File: config.mk
export PLATFORM = sky130hd
export DESIGN_NAME = msc_top
export DESIGN_NICKNAME = d
export VERILOG_FILES = /design/src/hw/msc_ms_timer.v /design/src/hw/msc_top.v
export VERILOG_INCLUDE_DIRS = /design/src /design/src/shared
export SDC_FILE = /design/constraint.sdc
export NUM_CORES = 1
export LEC_CHECK = 0
export BUFFER_PORTS_ARGS = -buffer_cell sky130_fd_sc_hd__buf_2
export CELL_PAD_IN_SITES_DETAIL_PLACEMENT = 0
export CELL_PAD_IN_SITES_GLOBAL_PLACEMENT = 2
export CORE_MARGIN = 8
export CORE_UTILIZATION = 39
export CTS_BUF_LIST = sky130_fd_sc_hd__clkbuf_8 sky130_fd_sc_hd__clkbuf_16
export CTS_CLUSTER_SIZE = 12
export DETAILED_ROUTE_END_ITERATION = 16
export PLACE_DENSITY = 0.87
export SLEW_MARGIN = 20
export SYNTH_ARGS = -nofsm -noshare
export SYNTH_HDL_FRONTEND = slang
export SYNTH_SLANG_ARGS = --single-unit
File: constraint.sdc
create_clock -name clk -period 8.88 [get_ports clk]
set_input_delay 0.888 -clock clk [delete_from_list [all_inputs] [get_ports clk]]
set_output_delay 0.888 -clock clk [all_outputs]
set_load 0.03 [all_outputs]
File: src/shared/msc_map.vh
/*
  Register offsets, field positions, reset values and timing counts for the mode supervision block.
  Assumes a 25 MHz clock and 32-bit Avalon-MM word addressing in bytes.
*/
`ifndef MSC_MAP_VH
`define MSC_MAP_VH
`define MSC_CLK_HZ 25000000
// Register byte offsets.
`define MSC_REG_CTRL 8'h00
`define MSC_REG_SPEED 8'h04
`define MSC_REG_WDOG 8'h08
`define MSC_REG_MON 8'h0c
`define MSC_REG_CLK 8'h10
`define MSC_REG_STATUS 8'h14
`define MSC_REG_CMD 8'h18
// CTRL fields.
`define MSC_CTRL_LP 0
`define MSC_CTRL_SRC_LO 1
`define MSC_CTRL_PROF_LO 3
`define MSC_CTRL_HYS_LO 8
`define MSC_CTRL_FMAX_LO 16
// WDOG fields.
`define MSC_WD_ON 0
`define MSC_WD_RESP 1
`define MSC_WD_SRC 2
`define MSC_WD_INT_LO 3
// MON fields.
`define MSC_MON_EN 0
`define MSC_MON_SEL_LO 1
`define MSC_MON_A_LO 8
`define MSC_MON_B_LO 20
// CLK fields.
`define MSC_CLK_SEL_LO 0
`define MSC_CLK_ON 2
`define MSC_CLK_DITH 3
`define MSC_CLK_RATE_LO 4
// CMD bits.
`define MSC_CMD_CLR 0
`define MSC_CMD_TICK 1
// Reset values.
`define MSC_CTRL_RST 32'h03e8_0100
`define MSC_WDOG_RST 32'h0000_0000
`define MSC_MON_RST 32'h0000_0000
`define MSC_CLK_RST 32'h0000_0000
// Thresholds: analog on 12-bit full scale, percent figures.
`define MSC_ANA_FS 4095
`define MSC_ANA_EN_PCT 1
`define MSC_ANA_EX_PCT 5
`define MSC_DUTY_MIN_PCT 1
`define MSC_DIG_FS 32767
`define MSC_FREQ_MIN_HZ 3
// Times.
`define MSC_MS_CYC (`MSC_CLK_HZ / 1000)
`define MSC_SLEEP_DET_MS 1
`define MSC_SLEEP_ENTRY_MS 1
`endif

File: src/hw/msc_ms_timer.v
/*
  Millisecond tick divider with a resettable millisecond counter.
  Assumes the 25 MHz system clock; the prescale is a parameter so simulation can shorten it.
*/
`timescale 1ns/100ps
module msc_ms_timer #(
  parameter MS_CYC = 25000
) (
  input wire clk,
  input wire resetn,
  input wire restart,
  output reg [13:0] ms_q
);
  reg [14:0] pre_q;

  // Restart clears both stages so a new window starts from zero; the count saturates.
  always @(posedge clk or negedge resetn) begin
    if (!resetn) begin
      pre_q <= 15'h0000;
      ms_q <= 14'h0000;
    end else if (restart) begin
      pre_q <= 15'h0000;
      ms_q <= 14'h0000;
    end else if (pre_q == MS_CYC - 1) begin
      pre_q <= 15'h0000;
      if (ms_q != 14'h3fff) ms_q <= ms_q + 14'h0001;
    end else begin
      pre_q <= pre_q + 15'h0001;
    end
  end
endmodule

File: src/hw/msc_top.v
/*
  Mode supervision: sleep and standby control, fault clear, output kill, monitor routing,
  clock source selection and host watchdog, with Avalon-MM registers.
  Assumes pins are asynchronous to clk and measured speed values arrive synchronous to clk.
*/
`timescale 1ns/100ps
`include "msc_map.vh"

module msc_top #(
  parameter MS_CYC = `MSC_MS_CYC
) (
  input wire clk,
  input wire resetn,
  input wire [7:0] avs_address,
  input wire avs_read,
  input wire avs_write,
  input wire [31:0] avs_writedata,
  input wire [3:0] avs_byteenable,
  output reg [31:0] avs_readdata,
  output reg avs_waitrequest,
  input wire speed_pin,
  input wire output_kill_pin,
  input wire tickle_pin,
  input wire ref_clock_pin,
  input wire [11:0] speed_analog,
  input wire [6:0] speed_duty_pct,
  input wire [15:0] speed_freq_hz,
  input wire [15:0] speed_digital,
  input wire latched_fault_in,
  input wire fault_cond_active,
  input wire [11:0] monitor_a_value,
  input wire [11:0] monitor_b_value,
  input wire [11:0] current_amp_output,
  output reg [11:0] monitor_a_source,
  output reg [11:0] monitor_b_source,
  output reg [11:0] monitor_out_a,
  output reg [11:0] monitor_out_b,
  output reg [11:0] shared_pin_out,
  output reg switches_hiz,
  output reg power_stage_on,
  output reg supplies_on,
  output reg bus_if_on,
  output reg motor_run,
  output reg ref_cal_on,
  output reg [7:0] ref_clock_rate,
  output reg clock_dither_on
);
  localparam ST_RUN = 2'd0;
  localparam ST_STBY = 2'd1;
  localparam ST_SLEEP = 2'd2;

  reg [31:0] ctrl_q, wdog_q, mon_q, clk_q;
  reg [1:0] st_q;
  reg flt_q, wd_flt_q, wd_lat_q, clr_q, tick_bus_q, wd_on_q;
  reg [2:0] spd_s_q, kill_s_q, tick_s_q, ref_s_q;
  reg spd_q, kill_q, tick_q, tick_prev_q;
  reg [15:0] ref_cnt_q;

  wire low_power_select = ctrl_q[`MSC_CTRL_LP];
  wire [1:0] speed_source = ctrl_q[`MSC_CTRL_SRC_LO +: 2];
  wire [1:0] profile_cfg = ctrl_q[`MSC_CTRL_PROF_LO +: 2];
  wire [6:0] input_hysteresis_pct = ctrl_q[`MSC_CTRL_HYS_LO +: 7];
  wire [15:0] input_max_freq = ctrl_q[`MSC_CTRL_FMAX_LO +: 16];
  wire host_watchdog_on = wdog_q[`MSC_WD_ON];
  wire watchdog_response = wdog_q[`MSC_WD_RESP];
  wire tickle_source = wdog_q[`MSC_WD_SRC];
  wire [1:0] watchdog_interval = wdog_q[`MSC_WD_INT_LO +: 2];

  // Three-stage pin synchronisers; speed, kill and tickle levels are accepted once stages two and three agree.
  always @(posedge clk or negedge resetn) begin
    if (!resetn) begin
      spd_s_q <= 3'h0;
      kill_s_q <= 3'h0;
      tick_s_q <= 3'h0;
      ref_s_q <= 3'h0;
      spd_q <= 1'b0;
      kill_q <= 1'b0;
      tick_q <= 1'b0;
    end else begin
      spd_s_q <= {spd_s_q[1:0], speed_pin};
      kill_s_q <= {kill_s_q[1:0], output_kill_pin};
      tick_s_q <= {tick_s_q[1:0], tickle_pin};
      ref_s_q <= {ref_s_q[1:0], ref_clock_pin};
      if (spd_s_q[2] == spd_s_q[1]) spd_q <= spd_s_q[2];
      if (kill_s_q[2] == kill_s_q[1]) kill_q <= kill_s_q[2];
      if (tick_s_q[2] == tick_s_q[1]) tick_q <= tick_s_q[2];
    end
  end

  // Standby thresholds per speed source; analog, digital and frequency as 32-bit products compared without division.
  wire [6:0] duty_thr = (profile_cfg != 2'b00) ? 7'd0 :
    ((input_hysteresis_pct > `MSC_DUTY_MIN_PCT) ? input_hysteresis_pct : 7'd`MSC_DUTY_MIN_PCT);
  wire [31:0] ana_x100 = {20'h00000, speed_analog} * 32'd100;
  wire [31:0] dig_x100 = {16'h0000, speed_digital} * 32'd100;
  wire [31:0] dig_thr = {25'h0000000, duty_thr} * 32'd`MSC_DIG_FS;
  wire [31:0] frq_x100 = {16'h0000, speed_freq_hz} * 32'd100;
  wire [31:0] frq_raw = {25'h0000000, duty_thr} * {16'h0000, input_max_freq};
  wire [31:0] frq_min = 32'd`MSC_FREQ_MIN_HZ * 32'd100;
  wire [31:0] frq_thr = (frq_raw < frq_min) ? frq_min : frq_raw;
  reg below_en, above_ex;
  always @* begin
    case (speed_source)
      2'b00: begin
        below_en = ana_x100 < 32'd`MSC_ANA_EN_PCT * 32'd`MSC_ANA_FS;
        above_ex = ana_x100 > 32'd`MSC_ANA_EX_PCT * 32'd`MSC_ANA_FS;
      end
      2'b01: begin
        below_en = speed_duty_pct < duty_thr;
        above_ex = speed_duty_pct > duty_thr;
      end
      2'b10: begin
        below_en = dig_x100 < dig_thr;
        above_ex = dig_x100 > dig_thr;
      end
      default: begin
        below_en = frq_x100 < frq_thr;
        above_ex = frq_x100 > frq_thr;
      end
    endcase
  end

  // Sleep detection timer: runs while the pin stays low (and bus command zero), or high when asleep.
  wire [13:0] det_ms;
  wire sleep_cond = !spd_q && (speed_source != 2'b10 || speed_digital == 16'h0000);
  wire det_hold = (st_q == ST_SLEEP) ? spd_q : sleep_cond;
  wire [13:0] det_need = (speed_source == 2'b10) ? 14'd`MSC_SLEEP_ENTRY_MS : 14'd`MSC_SLEEP_DET_MS;
  msc_ms_timer #(.MS_CYC(MS_CYC)) u_det (
    .clk(clk),
    .resetn(resetn),
    .restart(!det_hold),
    .ms_q(det_ms)
  );

  // Mode state machine; sleep or standby chosen by the low-power select bit.
  always @(posedge clk or negedge resetn) begin
    if (!resetn) begin
      st_q <= ST_RUN;
    end else begin
      case (st_q)
        ST_RUN: begin
          if (low_power_select && det_hold && det_ms >= det_need) st_q <= ST_SLEEP;
          else if (!low_power_select && below_en) st_q <= ST_STBY;
        end
        ST_STBY: begin
          if (above_ex) st_q <= ST_RUN;
        end
        ST_SLEEP: begin
          if (det_hold && det_ms >= `MSC_SLEEP_DET_MS) st_q <= ST_RUN;
        end
        default: st_q <= ST_RUN;
      endcase
    end
  end

  // Watchdog: tickle from pin edge or bus bit, interval chosen by source and the two interval bits.
  wire tick_ev = tickle_source ? tick_bus_q : (tick_q && !tick_prev_q);
  reg [13:0] wd_lim;
  always @* begin
    case ({tickle_source, watchdog_interval})
      3'b000: wd_lim = 14'd100;
      3'b001: wd_lim = 14'd200;
      3'b010: wd_lim = 14'd500;
      3'b011: wd_lim = 14'd1000;
      3'b100: wd_lim = 14'd1000;
      3'b101: wd_lim = 14'd2000;
      3'b110: wd_lim = 14'd5000;
      default: wd_lim = 14'd10000;
    endcase
  end
  wire [13:0] wd_ms;
  wire wd_start = host_watchdog_on && !wd_on_q;
  wire wd_expire = host_watchdog_on && !wd_start && wd_ms >= wd_lim;
  // Expiry restarts the window too, so a timeout is a one-cycle event and a later fault clear can win.
  msc_ms_timer #(.MS_CYC(MS_CYC)) u_wd (
    .clk(clk),
    .resetn(resetn),
    .restart(!host_watchdog_on || wd_start || tick_ev || wd_expire),
    .ms_q(wd_ms)
  );

  // Fault flags; a new event in the cycle of a clear wins over the clear.
  always @(posedge clk or negedge resetn) begin
    if (!resetn) begin
      flt_q <= 1'b0;
      wd_flt_q <= 1'b0;
      wd_lat_q <= 1'b0;
      tick_prev_q <= 1'b0;
      wd_on_q <= 1'b0;
    end else begin
      tick_prev_q <= tick_q;
      wd_on_q <= host_watchdog_on;
      if (latched_fault_in) flt_q <= 1'b1;
      else if (clr_q && !fault_cond_active) flt_q <= 1'b0;
      if (wd_expire) begin
        wd_flt_q <= 1'b1;
        if (watchdog_response) wd_lat_q <= 1'b1;
      end else if (clr_q) begin
        wd_flt_q <= 1'b0;
        wd_lat_q <= 1'b0;
      end
    end
  end

  // Reference falling-edge counter, running while ref_cal_on is high and cleared when it drops, a simple calibration measure.
  always @(posedge clk or negedge resetn) begin
    if (!resetn) ref_cnt_q <= 16'h0000;
    else if (!ref_cal_on) ref_cnt_q <= 16'h0000;
    else if (ref_s_q[2] && !ref_s_q[1]) ref_cnt_q <= ref_cnt_q + 16'h0001;
  end

  // Outputs, all registered.
  always @(posedge clk or negedge resetn) begin
    if (!resetn) begin
      switches_hiz <= 1'b1;
      power_stage_on <= 1'b0;
      supplies_on <= 1'b1;
      bus_if_on <= 1'b1;
      motor_run <= 1'b0;
      ref_cal_on <= 1'b0;
      ref_clock_rate <= 8'h00;
      clock_dither_on <= 1'b0;
      monitor_a_source <= 12'h000;
      monitor_b_source <= 12'h000;
      monitor_out_a <= 12'h000;
      monitor_out_b <= 12'h000;
      shared_pin_out <= 12'h000;
    end else begin
      switches_hiz <= kill_q || flt_q || wd_lat_q || st_q != ST_RUN;
      power_stage_on <= st_q != ST_SLEEP;
      supplies_on <= st_q != ST_SLEEP;
      bus_if_on <= st_q != ST_SLEEP;
      motor_run <= st_q == ST_RUN && !kill_q && !flt_q && !wd_lat_q;
      ref_cal_on <= clk_q[`MSC_CLK_SEL_LO +: 2] == 2'b11 && clk_q[`MSC_CLK_ON];
      ref_clock_rate <= clk_q[`MSC_CLK_RATE_LO +: 8];
      clock_dither_on <= !clk_q[`MSC_CLK_DITH];
      monitor_a_source <= mon_q[`MSC_MON_A_LO +: 12];
      monitor_b_source <= mon_q[`MSC_MON_B_LO +: 12];
      monitor_out_a <= mon_q[`MSC_MON_EN] ? monitor_a_value : 12'h000;
      monitor_out_b <= mon_q[`MSC_MON_EN] ? monitor_b_value : 12'h000;
      shared_pin_out <= (mon_q[`MSC_MON_SEL_LO +: 2] == 2'b00) ? monitor_b_value : current_amp_output;
    end
  end

  // Avalon slave: one wait cycle, answer on the second cycle of the request.
  // Reads load on the first cycle; writes land on the second, the edge where waitrequest is seen low.
  reg acc_q;
  wire [31:0] bm = {{8{avs_byteenable[3]}}, {8{avs_byteenable[2]}}, {8{avs_byteenable[1]}}, {8{avs_byteenable[0]}}};
  always @(posedge clk or negedge resetn) begin
    if (!resetn) begin
      acc_q <= 1'b0;
      avs_waitrequest <= 1'b1;
      avs_readdata <= 32'h0000_0000;
      ctrl_q <= `MSC_CTRL_RST;
      wdog_q <= `MSC_WDOG_RST;
      mon_q <= `MSC_MON_RST;
      clk_q <= `MSC_CLK_RST;
      clr_q <= 1'b0;
      tick_bus_q <= 1'b0;
    end else begin
      clr_q <= 1'b0;
      tick_bus_q <= 1'b0;
      acc_q <= (avs_read || avs_write) && !acc_q;
      avs_waitrequest <= !((avs_read || avs_write) && !acc_q);
      if ((avs_write && acc_q) || (avs_read && !acc_q)) begin
        if (avs_write) begin
          if (avs_address == `MSC_REG_CTRL) ctrl_q <= (ctrl_q & ~bm) | (avs_writedata & bm);
          else if (avs_address == `MSC_REG_WDOG) wdog_q <= (wdog_q & ~bm) | (avs_writedata & bm);
          else if (avs_address == `MSC_REG_MON) mon_q <= (mon_q & ~bm) | (avs_writedata & bm);
          else if (avs_address == `MSC_REG_CLK) clk_q <= (clk_q & ~bm) | (avs_writedata & bm);
          else if (avs_address == `MSC_REG_CMD && avs_byteenable[0]) begin
            clr_q <= avs_writedata[`MSC_CMD_CLR];
            tick_bus_q <= avs_writedata[`MSC_CMD_TICK];
          end
        end else begin
          if (avs_address == `MSC_REG_CTRL) avs_readdata <= ctrl_q;
          else if (avs_address == `MSC_REG_WDOG) avs_readdata <= wdog_q;
          else if (avs_address == `MSC_REG_MON) avs_readdata <= mon_q;
          else if (avs_address == `MSC_REG_CLK) avs_readdata <= clk_q;
          else if (avs_address == `MSC_REG_SPEED)
            avs_readdata <= {14'h0000, below_en, above_ex, speed_digital};
          else if (avs_address == `MSC_REG_STATUS)
            avs_readdata <= {ref_cnt_q, 8'h00, kill_q, ref_cal_on, wd_lat_q, wd_flt_q, flt_q, 1'b0, st_q};
          else avs_readdata <= 32'h0000_0000;
        end
      end
    end
  end
endmodule

==> flow_metrics.py, run 1 <==
metrics = {
    "clock_tree": {
        "numCtsBuffers": 37,
        "cts.path.max_buffers": 3,
        "root_buffer": "clkbuf_16",
        "clk_pin_slew_ns": 0.06,
        "cts_tree": "built",
        "cts_max_level": 2,
        "clk_latency_ns": 0.54,
        "holdBufCountCts": 0,
        "clock-sinks": 334,
    },
    "floorplan": {
        "fp.dieArea_mm2": 0.07231,
        "initial_utilization": 0.3947,
        "rows": 92,
        "io_pins": 249,
        "chipHeight_um": 268.9,
        "core_area_mm2": 0.06320,
        "die_w_um": 268.9,
    },
    "power": {
        "vdd_drop_max_mv": 0.1313,
        "power_leakage_uw": 0.01498,
        "power_density_mw_per_mm2": 157.4,
        "total_power_uw": 4473,
    },
    "sta": {
        "fin_skew_ns": 0.01600,
        "drv_slew": 0,
        "finalCritPeriodShare": 0.9298,
        "whs_ns": 0.3474,
        "fin_crit_ns": 8.257,
        "fmax_mhz": 121.1,
        "slew_headroom": 0.2929,
        "setup_tns_ns": 0,
        "hold_violations": 0,
        "rsz0062_at_grt": "false",
        "worst_pin_slew_ns": 1.057,
        "setup_viol": 0,
    },
    "yosys": {
        "yosysWarnings": 0,
        "synth_cell_types": 80,
        "syn-cell-area_mm2": 0.02494,
        "synth_edf_count": 0,
        "synth_flop_cell": "dfrtp_1",
        "ys_ff_latch": 334,
        "synthTopCellsByArea": "dfrtp_1, ha_1, fa_1, mux2_2, inv_1",
        "synth_top_cell_by_area": "dfrtp_1",
        "avgSynthCellArea_um2": 10.02,
        "synth_nets": 3055,
        "async_flop_share": 1.000,
        "yosysSeqAreaShare": 0.3356,
        "synth_top_cell_area_share": 0.3250,
        "syn_inst": 2490,
    },
    "worst_hold_path": {
        "min_from": "kill_s_q[0]",
        "worstHoldPathType": "flop to flop",
    },
    "routing": {
        "vias": 18850,
        "viasPerCell": 5.220,
        "drtIter0Drc": 1045,
        "drt-total-wl_um": 69140,
        "first_pass_iters": 7,
        "drc": 0,
        "ant_nets": 0,
        "wl_per_cell_um": 19.14,
    },
    "global_routing": {
        "antenna_found_initial": 9,
        "grt_max_degree": 105,
        "grt_pass1_vias": 19960,
        "grt_pass1_wl_um": 109300,
        "grt_overflow": 0,
        "grt_use_total": 0.1893,
    },
    "setup_path": {
        "slowest_stage": "fa_1",
        "critical_path.endpoint_type": "flop",
        "cpPeakStageDelay_ns": 0.55,
        "crit_required_ns": 9.29,
        "cp.arrival_ns": 8.67,
        "crit_top_cell": "fa_1",
        "cp_max_fo": 25,
        "crit_path_start_kind": "flop",
        "critPathKind": "flop to flop",
    },
    "placed_design": {
        "dpl.hpwl_um": 54240,
        "gp_congestion": 0.8586,
        "io_buffers": 248,
    },
    "job": {
        "cap_violations": 0,
    },
    "finish": {
        "utilization": 0.4498,
        "nets": 3298,
        "fillers": 5958,
        "area_growth_pct": 13.95,
        "drive_gt1_frac": 0.1800,
    },
    "outcome": {
        "status": "finished, final reports clean",
    },
}
## critical path, delay by kind of cell, from the launching register on
kind | cells | cell delay (ns)
adder cells (fa/ha/maj) | 6 | 2.75
flip-flops | 1 | 0.53
buffers and inverters | 4 | 0.63
AND/OR/NAND/NOR | 6 | 1.33
AO/OA/AOI/OAI | 13 | 2.63
XOR/XNOR | 1 | 0.26
## what timing repair did
action | 4_1_cts | 5_1_grt
gates resized for setup | 0 | 0
endpoints found under the setup margin | 0 | 1
buffers inserted | 0 | 0
## path summary, 6_finish.rpt
kind	to	slack, ns	depth (start not counted)
max	st_q[0]	0.62	30
min	kill_s_q[1]	0.35	0
max reg2reg	st_q[0]	0.62	30
min reg2reg	kill_s_q[1]	0.35	0
max in group asynchronous	avs_readdata[11]	6.94	2
min in group asynchronous	monitor_out_a[3]	0.36	1
## cells in the mapped netlist, drive strengths merged (56+ instances only)
library cell / n
nor2: 174
o21ai: 85
nand2: 138
nand3: 61
fa: 120
xnor2: 64
and3: 113
inv: 306
ha: 304
mux2: 141
a21oi: 99
dfrtp: 324
clkbuf: 59
and2: 58
xor2: 56
## cells in the final DEF, fill, tap and decap left out, types with 64 or more instances in the layout
cell       n
dfrtp_1  324
inv_1    322
ha_1     304
buf_2    247
nor2_1   172
mux2_2   141
nand2_1  138
fa_1     120
and3_1   113
a21oi_1   99
o21ai_0   79
xnor2_1   64
## per-layer routing
| layer | part of all wire | up-vias | global-route usage |
|---|---|---|---|
| li1 | - | 9027 | - |
| met1 | 0.43 | 9382 | 0.2441 |
| met2 | 0.51 | 348 | 0.3328 |
| met3 | 0.043 | 87 | 0.02890 |
| met4 | 0.018 | 10 | 0.04378 |
| met5 | 0.00090 | - | 0 |
## through the flow
| stage | setup WS (ns) | instances | area, um^2 |
|---|---|---|---|
| floorplan | 1.637 | 2490 | 24940 |
| global placement | 0.6863 | 3539 | 27190 |
| detailed placement | 0.5304 | 3539 | 27190 |
| CTS | 0.4904 | 3606 | 28400 |
| global route | 0.1187 | 3609 | 28420 |
| finish | 0.6234 | 3612 | 28420 |
## kinds of logic after synthesis
family          after synthesis  share of synthesized area
compound gates              369                    0.09811
xor+xnor                    120                    0.04244
fa+ha+maj                   427                     0.2500
buf+inv                     372                    0.05628
flops                       334                     0.3356
mux                         174                    0.07690
simple gates                694                     0.1407
## power breakdown
part,switching (uW),internal [uW]
Clock,618,904
Sequential,54.8,1580
Combinational,775,540
## cell type report
cell class	instances	area, um^2	share of cell area
Clock inverter	24	188.9	0.006647
Antenna cell	5	12.51	0.0004402
Tap cell	846	1059	0.03724
Sequential cell	334	8371	0.2945
Clock buffer	43	1020	0.03588
Inverter	306	1149	0.04041
Multi-Input combinational cell	1785	15210	0.5352
Timing Repair Buffer	269	1413	0.04970
Power figures use the tool's default switching activity.
==> run 2: changes to the inputs <==
CORE_UTILIZATION = 35   (was 39)
PLACE_DENSITY = 0.83   (was 0.87)
clock period = 7.2 ns   (was 8.88 ns; I/O delays follow)
==> flow_metrics.py, run 2 (synthesis results as in run 1) <==
metrics = {
    "clock_tree": {
        "numCtsBuffers": 40,
        "cts.path.max_buffers": 3,
        "clk_pin_slew_ns": 0.06,
        "clk_latency_ns": 0.56,
        "clock-sinks": 334,
        "cts_tree": "built",
        "root_buffer": "clkbuf_16",
        "cts_max_level": 2,
        "holdBufCountCts": 0,
    },
    "global_routing": {
        "grt_max_degree": 158,
        "grt_pass1_vias": 20790,
        "antenna_found_initial": 10,
        "grt_use_total": 0.1776,
        "grt_pass1_wl_um": 115700,
        "grt_overflow": 0,
    },
    "finish": {
        "nets": 3440,
        "drive_gt1_frac": 0.2451,
        "most-common-layout-cells": "dfrtp_1, inv_1, ha_1",
        "utilization": 0.4262,
        "fin_area_mm2": 0.03026,
        "area_growth_pct": 21.30,
        "mostFrequentLayoutCell": "dfrtp_1",
        "fillers": 6844,
    },
    "floorplan": {
        "die_w_um": 283.0,
        "core_area_mm2": 0.07100,
        "fp.dieArea_mm2": 0.08007,
        "initial_utilization": 0.3513,
        "chipHeight_um": 283.0,
        "rows": 98,
        "io_pins": 249,
    },
    "setup_path": {
        "cpPeakStageDelay_ns": 0.57,
        "slowest_stage": "fa_1",
        "ff2ff_path_depth": 31,
        "cp.arrival_ns": 7.61,
        "timing.rr.end": "st_q[0]",
        "critPathKind": "flop to flop",
        "cp_max_fo": 6,
        "critical_path.endpoint_type": "flop",
        "crit_required_ns": 7.64,
        "crit_path_start_kind": "flop",
        "r2r_setup_slack_ns": 0.03,
    },
    "routing": {
        "drt-total-wl_um": 72750,
        "vias": 19510,
        "drtIter0Drc": 1163,
        "viasPerCell": 5.052,
        "wl_per_cell_um": 18.84,
        "ant_nets": 0,
        "first_pass_iters": 5,
        "drc": 0,
    },
    "sta": {
        "hold_violations": 0,
        "rsz0062_at_grt": "true",
        "whs_ns": 0.1769,
        "drv_slew": 0,
        "finalCritPeriodShare": 0.9959,
        "fin_skew_ns": 0.01556,
        "fin_crit_ns": 7.170,
        "setup_viol": 0,
        "setup_tns_ns": 0,
        "fmax_mhz": 139.5,
        "worst_pin_slew_ns": 0.9019,
        "timing.final.ws_setup_ns": 0.02963,
        "slew_headroom": 0.3987,
    },
    "placed_design": {
        "io_buffers": 248,
        "gp_congestion": 0.8832,
        "place_ws_ns": -0.3830,
        "placed_area_mm2": 0.02824,
        "dpl.hpwl_um": 57380,
    },
    "outcome": {
        "status": "finished, final reports clean",
    },
    "power": {
        "vdd_drop_max_mv": 0.1973,
        "power_leakage_uw": 0.01573,
        "power_density_mw_per_mm2": 192.8,
    },
    "worst_hold_path": {
        "worstHoldPathType": "input port to asynchronous set/reset pin",
    },
    "job": {
        "cap_violations": 0,
    },
}
-- run 2: cell count changes in the layout (fill, tap and decap cells not counted), moves of 12 or more --
cell and delta:
inv_1 -20, buf_4 +123, and3_1 -14, inv_2 +12, and3_4 +14
-- run 2: what timing repair did --
| action | in CTS | in global routing |
|---|---|---|
| setup buffers | 11 | 10 |
| gates resized for setup | 54 | 40 |
| pin swaps | 54 | 66 |
| setup endpoints to repair | 3 | 3 |
| cloned | 3 | 1 |
-- run 2: metal layers --
metal / up-vias / routed length, um / share of wire / GRT usage
met4: 4 / 1162 / 0.016 / 0.03427
met3: 75 / 3138 / 0.043 / 0.02898
met5: - / 27 / 0.00037 / 0
met1: 9779 / 31780 / 0.44 / 0.2258
li1: 9316 / - / - / -
met2: 332 / 36640 / 0.50 / 0.3167
-- run 2: cell type report --
type                       count  area [um^2]  share of cell area
multi-input combinational   1785        15560              0.5142
sequential                   334         8372              0.2767
timing repair buffer         408         2616             0.08647
tap                          950         1189             0.03928
inverter                     306         1149             0.03796
clock buffer                  48         1122             0.03709
clock inverter                24        237.7            0.007857
antenna                        6        15.01           0.0004962
-- run 2: metrics by stage --
stage               instances  power [uW]
floorplan                2490        3179
global placement         3759        3694
detailed placement       3759        3735
CTS                      3845        5882
global route             3856        6217
finish                   3861        5833
-- run 2: where the power goes --
| part | switching [uW] | internal (uW) | total, uW | leakage (uW) |
|---|---|---|---|---|
| clock | 829 | 1260 | 2090 | 0.000701 |
| combinational | 989 | 746 | 1740 | 0.0106 |
| sequential | 60.3 | 1950 | 2010 | 0.00447 |
| total | 1880 | 3950 | 5830 | 0.0157 |
-- run 2: critical path: cells and delay by family, from the launching register on --
family	cells	cell delay, ns
simple gates	7	1.82
compound gates	8	1.44
xor+xnor	1	0.07
fa+ha+maj	6	2.59
buf+inv	9	0.70
flops	1	0.42
-- run 2: worst max path at each step --
stage,depth (start not counted),slack [ns],to
global placement,32,-0.24,st_q[0]
global route,32,-0.34,st_q[0]
CTS,32,0.00006,st_q[0]
floorplan,34,0.03,avs_readdata[17]
finish,31,0.03,st_q[0]
detailed placement,32,-0.38,st_q[0]
